**src/plc_params.svh**
```systemverilog
/*
  Constants of the ratio and input-loss control block: register offsets, field
  positions, reset values and timing counts.
  Assumes it is included by bare name from every file that needs them.
*/
`ifndef PLC_PARAMS_SVH
`define PLC_PARAMS_SVH
// ==========================================================================
// register map (byte registers)
`define PLC_ADDR_RATIO_FIRST 8'h06
`define PLC_ADDR_RATIO_LAST 8'h09
`define PLC_ADDR_CFG_A 8'h0a
`define PLC_ADDR_CFG_B 8'h0b
`define PLC_ADDR_STATUS 8'h0c
// ==========================================================================
// field positions and reset values
`define PLC_BIT_SKIP_EN 0
`define PLC_BIT_OUT_UNL 1
`define PLC_BIT_FMT_HIRES 2
`define PLC_MOD_LSB 0
`define PLC_BW_LSB 4
`define PLC_RST_RATIO 32'h0000_0000
`define PLC_RST_CFG_A 8'h00
`define PLC_RST_CFG_B 8'h00
// ==========================================================================
// timing
`define PLC_CLK_PERIOD_NS 10
`define PLC_INTERNAL_TIMING_CLOCK_DIV 8
`define PLC_SKIP_LIMIT_NS 20000000
`define PLC_LOSS_TIMEOUT_TICKS 24'h80_0000
`define PLC_ACQ_EDGES 4'h8
`define PLC_CHANGE_SHIFT 2
`endif

```
**src/plc_pkg.sv**
```systemverilog
/*
  Types of the ratio and input-loss control block.
  Assumes nothing beyond a SystemVerilog compiler.
*/
`default_nettype none
package plc_pkg;
  // ========================================================================
  // loop state
  typedef enum logic [2:0] {
    ST_IDLE, ST_ACQUIRE, ST_LOCKED, ST_HOLD, ST_UNLOCKED
  } plc_state_t;
  // configuration bits held in the register file
  typedef struct packed {
    logic skip_mode_enable;
    logic output_on_unlock;
    logic ratio_format_select;
    logic [2:0] modifier_select;
    logic [2:0] min_loop_bw_select;
  } plc_cfg_t;
  // control towards the synthesizer and output driver
  typedef struct packed {
    logic unlocked;
    logic out_enable;
    logic bw_wide;
    logic [2:0] bw_select;
    logic fracn_hold;
  } plc_ctl_t;
  // byte register access request
  typedef struct packed {
    logic wr;
    logic rd;
    logic [7:0] addr;
    logic [7:0] wdata;
  } plc_reg_req_t;
endpackage : plc_pkg
`default_nettype wire

```
**src/plc_edge_monitor.sv**
```systemverilog
/*
  Synchronises the frequency reference pin, detects its rising edges and
  measures its period in internal timing clock ticks; flags period changes.
  Assumes tick is a one-cycle enable on clk.
*/
`default_nettype none
`include "plc_params.svh"
module plc_edge_monitor (
  input wire logic clk,
  input wire logic nrst,
  input wire logic tick,
  input wire logic pin,
  input wire logic rearm,
  output logic edge_seen,
  output logic period_chg,
  output logic [23:0] period
);
  typedef struct packed {
    logic s1, s2, s3;
    logic [23:0] cnt, last, period;
    logic edge_p, chg_p;
  } plc_mon_state_t;
  plc_mon_state_t r_reg, r_next;

  function automatic logic [23:0] absdiff(input logic [23:0] a, input logic [23:0] b);
    absdiff = (a > b) ? a - b : b - a;
  endfunction : absdiff

  // ========================================================================
  // sync, edge detect, period measure
  always_comb begin
    r_next = r_reg;
    r_next.s1 = pin;
    r_next.s2 = r_reg.s1;
    r_next.s3 = r_reg.s2;
    r_next.edge_p = 1'b0;
    r_next.chg_p = 1'b0;
    if (tick && r_reg.cnt != 24'hff_ffff) begin
      r_next.cnt = r_reg.cnt + 24'h1;
    end
    if (rearm) begin
      r_next.last = 24'h0; // first period after a gap is not compared
    end
    if (r_reg.s2 && !r_reg.s3) begin
      r_next.edge_p = 1'b1;
      r_next.period = r_reg.cnt;
      r_next.last = r_reg.cnt;
      r_next.cnt = 24'h0;
      if (r_reg.last != 24'h0 &&
          absdiff(r_reg.cnt, r_reg.last) > (r_reg.last >> `PLC_CHANGE_SHIFT)) begin
        r_next.chg_p = 1'b1; // glitch or period step R5
      end
    end
  end

  always_ff @(posedge clk) begin
    if (!nrst) begin
      r_reg <= '0;
    end else begin
      r_reg <= r_next;
    end
  end

  assign edge_seen = r_reg.edge_p;
  assign period_chg = r_reg.chg_p;
  assign period = r_reg.period;
endmodule : plc_edge_monitor
`default_nettype wire

```
**src/plc_pll_ctrl.sv**
```systemverilog
/*
  Top of the ratio and input-loss control block: byte register file, timing
  clock divider, loss-of-input timeout, skipping mode and lock state machine.
  Assumes a byte register port driven from clk and a frequency reference pin
  asynchronous to clk.
*/
// What this block does
// skipping on: loop stays locked across reference gaps up to 20 ms.
// system uses skipping only below 80 kHz with gaps under 20 ms.
// one configuration bit turns skipping on or off.
// after a clean stop, output continues 2^23 timing clock ticks.
// glitch or period change at removal unlocks at once, skipping the timeout.
// timeout expiry with input absent declares unlock; output follows unlock bit.
// input returning after timeout: stay unlocked through acquisition, then lock.
// skipping on, gap beyond limit but before timeout: no unlock flagged.
// skipping off, short gap: output runs, unlocked only while reacquiring.
// skipping on, short gap: output continuous through gap and reacquisition.
// three-bit field selects minimum loop bandwidth, 1 Hz to 128 Hz.
// wide bandwidth while acquiring, selected minimum once locked.
// user ratio held as unsigned 32-bit fixed point in ratio registers.
// format bit picks 12.20 or 20.12; reset gives 20.12.
// 12.20: 12 integer bits, 20 fraction bits.
// 20.12: 20 integer bits, 12 fraction bits.
// host prefers 12.20 whenever wanted ratio is below 4096.
// internal dividers compensated; user ratio is plain output/input ratio.
// modifier applied internally; stored user ratio stays unchanged.
// modifier codes give x1, x2, x4, x8, /2, /4, /8, /16.
// host leaves modifier at reset code for a factor of one.
// input frequency compared with output; ratio converted to timing clock basis.
// host avoids modifiers pushing effective ratio past 4096 in 12.20.
// unlocked: output held low unless output-on-unlock bit set.
// writing ratio, format or modifier settings unlocks the loop; the code unlocks on a format write only when the format bit changes.
// loss-of-input counter restarts on each reference edge, counts timing ticks.
`default_nettype none
`include "plc_params.svh"
module plc_pll_ctrl #(
  parameter logic [23:0] LOSS_TIMEOUT_TICKS = `PLC_LOSS_TIMEOUT_TICKS,
  parameter logic [23:0] SKIP_LIMIT_TICKS =
    24'(`PLC_SKIP_LIMIT_NS / (`PLC_CLK_PERIOD_NS * `PLC_INTERNAL_TIMING_CLOCK_DIV))
) (
  input wire logic clk,
  input wire logic nrst,
  input wire logic timing_reference,
  input wire plc_pkg::plc_reg_req_t reg_req,
  output logic [7:0] reg_rdata,
  output plc_pkg::plc_ctl_t pll_ctl,
  output logic [47:0] effective_ratio,
  output logic [47:0] fracn_value
);
  localparam logic [7:0] DIV_LAST = 8'(`PLC_INTERNAL_TIMING_CLOCK_DIV - 1);
  localparam logic [7:0] RST_A = `PLC_RST_CFG_A;
  localparam logic [7:0] RST_B = `PLC_RST_CFG_B;

  // ========================================================================
  // state
  typedef struct packed {
    logic [7:0] div;
    logic tick;
    logic [31:0] user_ratio;
    plc_pkg::plc_cfg_t cfg;
    logic ratio_valid;
    plc_pkg::plc_state_t state;
    logic [23:0] gap;
    logic [3:0] acq;
    logic reacq;
    logic rearm;
    logic calc_start;
    plc_pkg::plc_ctl_t ctl;
    logic [7:0] rdata;
  } plc_top_state_t;

  plc_top_state_t r_reg, r_next;
  logic edge_seen;
  logic period_chg;
  logic [23:0] period;
  logic fract_wr;
  logic absent;
  logic ratio_hit;
  logic [1:0] lane;

  // ========================================================================
  // helpers
  // ratio byte lane: offset 06 holds the top byte
  function automatic logic [1:0] ratio_lane(input logic [7:0] a);
    ratio_lane = 2'(`PLC_ADDR_RATIO_LAST - a);
  endfunction : ratio_lane

  function automatic logic is_ratio(input logic [7:0] a);
    is_ratio = (a >= `PLC_ADDR_RATIO_FIRST) && (a <= `PLC_ADDR_RATIO_LAST);
  endfunction : is_ratio

  function automatic logic [7:0] get_byte(input logic [31:0] v, input logic [1:0] l);
    get_byte = 8'(v >> {l, 3'h0});
  endfunction : get_byte

  function automatic logic [31:0] put_byte(input logic [31:0] v, input logic [1:0] l,
                                           input logic [7:0] b);
    logic [31:0] m;
    m = 32'h0000_00ff << {l, 3'h0};
    put_byte = (v & ~m) | ({24'h0, b} << {l, 3'h0});
  endfunction : put_byte

  function automatic logic is_unlocked(input plc_pkg::plc_state_t s);
    is_unlocked = (s == plc_pkg::ST_IDLE) || (s == plc_pkg::ST_ACQUIRE) ||
                  (s == plc_pkg::ST_UNLOCKED);
  endfunction : is_unlocked

  // ========================================================================
  // reference edge monitor and ratio arithmetic
  plc_edge_monitor u_mon (
    .clk(clk),
    .nrst(nrst),
    .tick(r_reg.tick),
    .pin(timing_reference),
    .rearm(r_reg.rearm),
    .edge_seen(edge_seen),
    .period_chg(period_chg),
    .period(period)
  );

  plc_ratio_calc u_calc (
    .clk(clk),
    .nrst(nrst),
    .start(r_reg.calc_start),
    .user_ratio(r_reg.user_ratio),
    .fmt_hires(r_reg.cfg.ratio_format_select),
    .mod_sel(r_reg.cfg.modifier_select),
    .period(period),
    .effective_ratio(effective_ratio),
    .fracn_value(fracn_value)
  );

  // ========================================================================
  // next state
  always_comb begin
    r_next = r_reg;
    r_next.calc_start = 1'b0;
    r_next.rearm = 1'b0;
    fract_wr = 1'b0;
    ratio_hit = is_ratio(reg_req.addr);
    lane = ratio_lane(reg_req.addr);

    // internal timing clock enable
    r_next.tick = (r_reg.div == DIV_LAST);
    r_next.div = r_next.tick ? 8'h00 : r_reg.div + 8'h01;

    // register writes
    if (reg_req.wr) begin
      if (ratio_hit) begin
        r_next.user_ratio = put_byte(r_reg.user_ratio, lane, reg_req.wdata);
        r_next.ratio_valid = 1'b1;
        fract_wr = 1'b1;
      end else begin
        unique case (reg_req.addr)
          `PLC_ADDR_CFG_A: begin
            r_next.cfg.skip_mode_enable = reg_req.wdata[`PLC_BIT_SKIP_EN];
            r_next.cfg.output_on_unlock = reg_req.wdata[`PLC_BIT_OUT_UNL];
            r_next.cfg.ratio_format_select = reg_req.wdata[`PLC_BIT_FMT_HIRES];
            fract_wr = (reg_req.wdata[`PLC_BIT_FMT_HIRES] !=
                        r_reg.cfg.ratio_format_select);
          end
          `PLC_ADDR_CFG_B: begin
            r_next.cfg.modifier_select = reg_req.wdata[`PLC_MOD_LSB +: 3];
            r_next.cfg.min_loop_bw_select = reg_req.wdata[`PLC_BW_LSB +: 3];
            fract_wr = 1'b1;
          end
          default: begin
          end
        endcase
      end
    end

    // register reads, unmapped offsets read zero
    if (reg_req.rd) begin
      if (ratio_hit) begin
        r_next.rdata = get_byte(r_reg.user_ratio, lane);
      end else begin
        unique case (reg_req.addr)
          `PLC_ADDR_CFG_A: begin
            r_next.rdata = {5'h00, r_reg.cfg.ratio_format_select,
                            r_reg.cfg.output_on_unlock, r_reg.cfg.skip_mode_enable};
          end
          `PLC_ADDR_CFG_B: begin
            r_next.rdata = {1'b0, r_reg.cfg.min_loop_bw_select,
                            1'b0, r_reg.cfg.modifier_select};
          end
          `PLC_ADDR_STATUS: begin
            r_next.rdata = {3'h0, r_reg.reacq, r_reg.ctl.unlocked, r_reg.state};
          end
          default: begin
            r_next.rdata = 8'h00;
          end
        endcase
      end
    end

    // loss-of-input counter in timing clock ticks
    if (edge_seen) begin
      r_next.gap = 24'h0;
    end else if (r_reg.tick && r_reg.gap != 24'hff_ffff) begin
      r_next.gap = r_reg.gap + 24'h1;
    end
    absent = (r_reg.gap > {period[22:0], 1'b0}) && (period != 24'h0);

    // lock state machine
    unique case (r_reg.state)
      plc_pkg::ST_IDLE: begin
        // waits for a first ratio write
      end
      plc_pkg::ST_ACQUIRE: begin
        if (r_reg.gap >= LOSS_TIMEOUT_TICKS) begin
          r_next.state = plc_pkg::ST_UNLOCKED;
        end else if (edge_seen && period_chg) begin
          r_next.acq = 4'h0;
          r_next.calc_start = 1'b1;
        end else if (edge_seen) begin
          r_next.calc_start = 1'b1;
          r_next.acq = r_reg.acq + 4'h1;
          if (r_reg.acq == `PLC_ACQ_EDGES - 4'h1) begin
            r_next.state = plc_pkg::ST_LOCKED;
          end
        end
      end
      plc_pkg::ST_LOCKED: begin
        if (edge_seen && period_chg) begin
          r_next.state = plc_pkg::ST_ACQUIRE;
          r_next.acq = 4'h0;
          r_next.reacq = 1'b0;
          r_next.calc_start = 1'b1;
        end else if (edge_seen) begin
          r_next.calc_start = 1'b1;
          if (r_reg.reacq) begin
            r_next.acq = r_reg.acq + 4'h1;
            r_next.reacq = (r_reg.acq != `PLC_ACQ_EDGES - 4'h1);
          end
        end else if (absent) begin
          r_next.state = plc_pkg::ST_HOLD;
        end
      end
      plc_pkg::ST_HOLD: begin
        if (r_reg.gap >= LOSS_TIMEOUT_TICKS) begin
          r_next.state = plc_pkg::ST_UNLOCKED;
        end else if (edge_seen) begin
          r_next.rearm = 1'b1;
          r_next.calc_start = 1'b1;
          r_next.acq = 4'h0;
          if (r_reg.cfg.skip_mode_enable) begin
            // short gap keeps lock; longer gap goes unflagged
            r_next.state = plc_pkg::ST_LOCKED;
            r_next.reacq = 1'b1;
          end else begin
            r_next.state = plc_pkg::ST_ACQUIRE;
          end
        end
      end
      plc_pkg::ST_UNLOCKED: begin
        if (edge_seen) begin
          r_next.state = plc_pkg::ST_ACQUIRE;
          r_next.rearm = 1'b1;
          r_next.acq = 4'h0;
          r_next.calc_start = 1'b1;
        end
      end
    endcase

    // any change to the fractional value restarts acquisition
    if (fract_wr && r_next.ratio_valid) begin
      r_next.state = plc_pkg::ST_ACQUIRE;
      r_next.acq = 4'h0;
      r_next.reacq = 1'b0;
      r_next.calc_start = 1'b1;
    end

    // synthesizer and output control
    r_next.ctl.unlocked = is_unlocked(r_next.state);
    if (r_next.state == plc_pkg::ST_IDLE) begin
      r_next.ctl.out_enable = 1'b0;
    end else if (r_next.ctl.unlocked) begin
      r_next.ctl.out_enable = r_next.cfg.output_on_unlock;
    end else begin
      r_next.ctl.out_enable = 1'b1;
    end
    r_next.ctl.bw_wide = (r_next.state == plc_pkg::ST_ACQUIRE) || r_next.reacq;
    r_next.ctl.bw_select = r_next.cfg.min_loop_bw_select;
    r_next.ctl.fracn_hold = (r_next.state == plc_pkg::ST_HOLD);
  end

  // ========================================================================
  // registers
  always_ff @(posedge clk) begin
    if (!nrst) begin
      r_reg <= '0;
      r_reg.user_ratio <= `PLC_RST_RATIO;
      r_reg.cfg <= {RST_A[`PLC_BIT_SKIP_EN], RST_A[`PLC_BIT_OUT_UNL], RST_A[`PLC_BIT_FMT_HIRES],
                    RST_B[`PLC_MOD_LSB +: 3], RST_B[`PLC_BW_LSB +: 3]};
    end else begin
      r_reg <= r_next;
    end
  end

  assign reg_rdata = r_reg.rdata;
  assign pll_ctl = r_reg.ctl;
endmodule : plc_pll_ctrl
`default_nettype wire

```
**src/plc_ratio_calc.sv**
```systemverilog
/*
  Builds the effective ratio from the user ratio, format and modifier, then
  divides it by the input period to give the ratio against the timing clock.
  Assumes period and inputs are stable for the pulse on start.
*/
`default_nettype none
module plc_ratio_calc (
  input wire logic clk,
  input wire logic nrst,
  input wire logic start,
  input wire logic [31:0] user_ratio,
  input wire logic fmt_hires,
  input wire logic [2:0] mod_sel,
  input wire logic [23:0] period,
  output logic [47:0] effective_ratio,
  output logic [47:0] fracn_value
);
  typedef struct packed {
    logic [47:0] eff, fracn, dvd, quo;
    logic [23:0] rem, per;
    logic [5:0] cnt;
    logic busy;
  } plc_calc_state_t;
  plc_calc_state_t r_reg, r_next;
  logic [47:0] norm;
  logic [24:0] trial;
  logic [47:0] q_next;

  // modifier: x1..x8 or /2../16, stored ratio untouched
  function automatic logic [47:0] apply_mod(input logic [47:0] v, input logic [2:0] sel);
    apply_mod = sel[2] ? v >> ({1'b0, sel[1:0]} + 3'h1) : v << sel[1:0];
  endfunction : apply_mod

  // ========================================================================
  // effective ratio and serial divide, 24.24 fixed point
  always_comb begin
    r_next = r_reg;
    norm = fmt_hires ? {12'h0, user_ratio, 4'h0} // 12.20 R15
                     : {4'h0, user_ratio, 12'h0}; // 20.12 R16
    trial = {r_reg.rem, r_reg.dvd[47]};
    q_next = {r_reg.quo[46:0], 1'b0};
    if (start) begin
      r_next.eff = apply_mod(norm, mod_sel);
      r_next.dvd = r_next.eff;
      r_next.quo = 48'h0;
      r_next.rem = 24'h0;
      r_next.per = period;
      r_next.cnt = 6'h2f;
      r_next.busy = (period != 24'h0);
    end else if (r_reg.busy) begin
      r_next.dvd = r_reg.dvd << 1;
      if (trial >= {1'b0, r_reg.per}) begin
        r_next.rem = 24'(trial - {1'b0, r_reg.per});
        q_next[0] = 1'b1;
      end else begin
        r_next.rem = trial[23:0];
      end
      r_next.quo = q_next;
      if (r_reg.cnt == 6'h0) begin
        r_next.busy = 1'b0;
        r_next.fracn = q_next; // ratio per timing clock tick R22 R18
      end else begin
        r_next.cnt = r_reg.cnt - 6'h1;
      end
    end
  end

  always_ff @(posedge clk) begin
    if (!nrst) begin
      r_reg <= '0;
    end else begin
      r_reg <= r_next;
    end
  end

  assign effective_ratio = r_reg.eff;
  assign fracn_value = r_reg.fracn;
endmodule : plc_ratio_calc
`default_nettype wire
```
**config.mk**
```make
export PLATFORM = sky130hd
export DESIGN_NAME = plc_pll_ctrl
export DESIGN_NICKNAME = d
export VERILOG_FILES = /design/src/plc_pkg.sv /design/src/plc_edge_monitor.sv /design/src/plc_pll_ctrl.sv /design/src/plc_ratio_calc.sv
export VERILOG_INCLUDE_DIRS = /design/src /design/src/src
export SDC_FILE = /design/constraint.sdc
export NUM_CORES = 1
export LEC_CHECK = 0
export BUFFER_PORTS_ARGS = -buffer_cell sky130_fd_sc_hd__buf_4
export CAP_MARGIN = 10
export CORE_MARGIN = 4
export CORE_UTILIZATION = 35
export CTS_BUF_LIST = sky130_fd_sc_hd__clkbuf_4
export DETAILED_ROUTE_END_ITERATION = 6
export PLACE_DENSITY = 0.59
export SYNTH_ARGS = -nofsm -noshare
export SYNTH_HDL_FRONTEND = slang
export SYNTH_SLANG_ARGS = --single-unit
```
**constraint.sdc**
```tcl
create_clock -name clk -period 5.85 [get_ports clk]
set_input_delay 1.17 -clock clk [delete_from_list [all_inputs] [get_ports clk]]
set_output_delay 1.17 -clock clk [all_outputs]
set_load 0.005 [all_outputs]
```
==> flow_summary.json <==
{
  "largest_reg_flops": 103,
  "die-area_um2": 72690,
  "report.final.setup_viol": 0,
  "arrival_ns": 5.57,
  "area_growth_syn_to_layout_pct": 8.655,
  "maxCapViolCount": 0,
  "antenna_found_initial": 2,
  "end_kind": "flip-flop",
  "path_max_fanout": 15,
  "grt_util_met3": 0.02969,
  "layout_common_cells": "dfxtp_1, nand2_1, nor2_1, a21oi_1, mux2i_1",
  "synth-edff-count": 0,
  "filler_cell_count": 7101,
  "max_slew_margin": 0.2476,
  "critical_path_class": "flip-flop to flip-flop",
  "mostFrequentLayoutCell": "dfxtp_1",
  "syn_nets": 3108,
  "post_cts_resized": 0,
  "grt_pass1_vias": 19473,
  "final_util": 0.3855,
  "firstDrtPassIters": 7,
  "ios": 132,
  "yosysTopAreaCell": "dfxtp_1",
  "cts-hold-fix-buffers": 0,
  "grt_pass1_wl_um": 104600,
  "clock_latency_ns": 0.85,
  "worstMarginPinSlew_ns": 1.127,
  "crit_top_cell": "a21oi_1",
  "syn_area_per_cell_um2": 8.087,
  "postCtsSetupRepairBufs": 0,
  "drive_gt1_frac": 0.1297,
  "coreArea_um2": 67510,
  "irDropWorstVdd_uv": 156.8,
  "synthArstFlopShare": 0,
  "violations": "DRC",
  "nNetsFinal": 3082,
  "clockRootBuffer": "clkbuf_4",
  "dr_total_vias": 20493,
  "die_h_um": 269.6,
  "clock_sinks": 419,
  "min_from": "u_mon.r_next[75]$_SDFF_PN0_",
  "rsz0062_at_grt": "no",
  "clock_path_buffers": 3,
  "ctsHtreeMaxLevel": 3,
  "dpl.hpwl_um": 44880,
  "io_buffers": 130,
  "path_cells": "inv_1, ha_1, nand4_1, nor4_1, and2_4, nor2_2, nor2_2, mux2i_1, xnor2_1, ha_1, a21o_1, a21oi_1, a21oi_1, a211o_1, a21oi_1, a21oi_1, o21ai_0, a31oi_1",
  "groute.usage.overall": 0.1706,
  "clk_pin_slew_ns": 0.07,
  "grt_util_met1": 0.2380,
  "gp_congestion": 0.8851,
  "synth_top_area_share": 0.3502,
  "required_ns": 6.54,
  "startpoint_type": "flip-flop",
  "cp_slowest_cell": "nor2_2",
  "r2r-start": "u_mon.r_reg[37]$_SDFFE_PN0P_",
  "yosysSeqAreaShare": 0.3502,
  "synth_cells": 2962,
  "drt_wl_total_um": 64780,
  "grt_max_degree": 98,
  "met2_usage": 0.2699,
  "min_path_type": "flip-flop to flip-flop",
  "tritoncts": "yes",
  "fin_crit_ns": 4.879,
  "slowest_delay_ns": 0.64,
  "status": "finished with violations",
  "ys_ff_latch": 419,
  "crit_start": "u_mon.r_reg[37]$_SDFFE_PN0P_",
  "drc": 1,
  "tns_ns": 0,
  "synth_cell_types": 85,
  "grt_busiest_layer": "met2",
  "gr-total-overflow": 0,
  "detail_route.wl_per_cell_um": 16.65,
  "die_w_um": 269.6,
  "synth_area_leaders": "dfxtp_1, mux2i_1, ha_1",
  "avgViaCountPerCell": 5.268,
  "syn_area_um2": 23950,
  "ant_nets": 0,
  "first_iter_violations": 1557,
  "fmaxAchievable_ghz": 0.2050,
  "min_period_over_period": 0.8340,
  "leakagePower_uw": 0.01021,
  "synth_ff_type": "dfxtp_1",
  "finClkSkew_ns": 0.08246,
  "yosys_warnings": 0,
  "power_density_nw_per_um2": 214.8,
  "initial_core_util": 0.3548,
  "fin_hold_ws_ns": 0.4361,
  "maxSlewViolCount": 0,
  "cts_buffers": 111,
  "finalHoldViolations": 0,
  "rows": 95
}
[power by group]
| group | switching [uW] | leakage [uW] | internal [uW] |
|---|---|---|---|
| sequential | 11.6 | 0.00338 | 2860 |
| clock | 1200 | 0.000839 | 1330 |
| combinational | 126 | 0.00599 | 61.4 |
| total | 1340 | 0.0102 | 4250 |
[cell type report]
| class | count | area [um2] | share of cell area |
|---|---|---|---|
| Timing Repair Buffer | 152 | 1141 | 0.04384 |
| Sequential cell | 419 | 8401 | 0.3228 |
| Clock inverter | 27 | 145.1 | 0.005577 |
| Antenna cell | 2 | 5.005 | 0.0001923 |
| Multi-Input combinational cell | 2128 | 13530 | 0.5200 |
| Tap cell | 873 | 1092 | 0.04197 |
| Clock buffer | 165 | 1239 | 0.04759 |
| Inverter | 124 | 470.5 | 0.01808 |
[layer usage]
metal  routed length (um)  vias up
met5                    0        -
met4                 1467        0
met3                 3102      127
met2                29000      502
met1                31210     9614
li1                     -    10250
[kinds of logic after synthesis]
kind of cell	Yosys count	synth area share
XOR/XNOR	92	0.03364
AND/OR/NAND/NOR	1023	0.1935
multiplexers	211	0.09543
adder cells (fa/ha/maj)	125	0.06623
other	1	0.0001566
buffers and inverters	415	0.08546
flip-flops	419	0.3502
AO/OA/AOI/OAI	676	0.1754
[through the flow]
stage                     power [uW]  setup WS, ns  area [um2]  std cells
final                           5591        0.9711       26030       3890
after global routing            5850        0.6265       26030       3890
after CTS                       5695         1.030       26020       3888
after detailed placement        3127         1.056       24640       3696
after global placement          3127         1.032       24640       3696
after floorplan                 3067         2.080       23950       2962
[critical path, delay by kind of cell (launching register included)]
| family | cells | cell delay [ns] |
|---|---|---|
| AO/OA/AOI/OAI | 8 | 1.26 |
| XOR/XNOR | 1 | 0.15 |
| flip-flops | 1 | 0.42 |
| adder cells (fa/ha/maj) | 2 | 0.78 |
| AND/OR/NAND/NOR | 5 | 1.71 |
| buffers and inverters | 1 | 0.09 |
| multiplexers | 1 | 0.34 |
[synth_stat cells (all sizes together), types with 26 or more instances]
master,n
inv,123
o21ai,139
mux2i,180
buf,169
clkbuf,122
a21o,49
nand4,36
and2,44
xnor2,58
ha,122
nor2,313
dfxtp,419
nor3,85
xor2,34
nand3,64
nand2,351
a22o,26
a21oi,284
[worst paths after layout]
| kind | slack, ns | endpoint | cells after the start |
|---|---|---|---|
| setup / recovery | 0.97 | u_mon.period_chg$_SDFF_PN0_ | 18 |
| hold / removal | 0.44 | u_mon.r_next[74]$_SDFF_PN0_ | 1 |
| setup reg to reg | 0.97 | u_mon.period_chg$_SDFF_PN0_ | 18 |
| hold reg to reg | 0.44 | u_mon.r_next[74]$_SDFF_PN0_ | 1 |
Note: power is estimated with default switching activity, not from simulation.
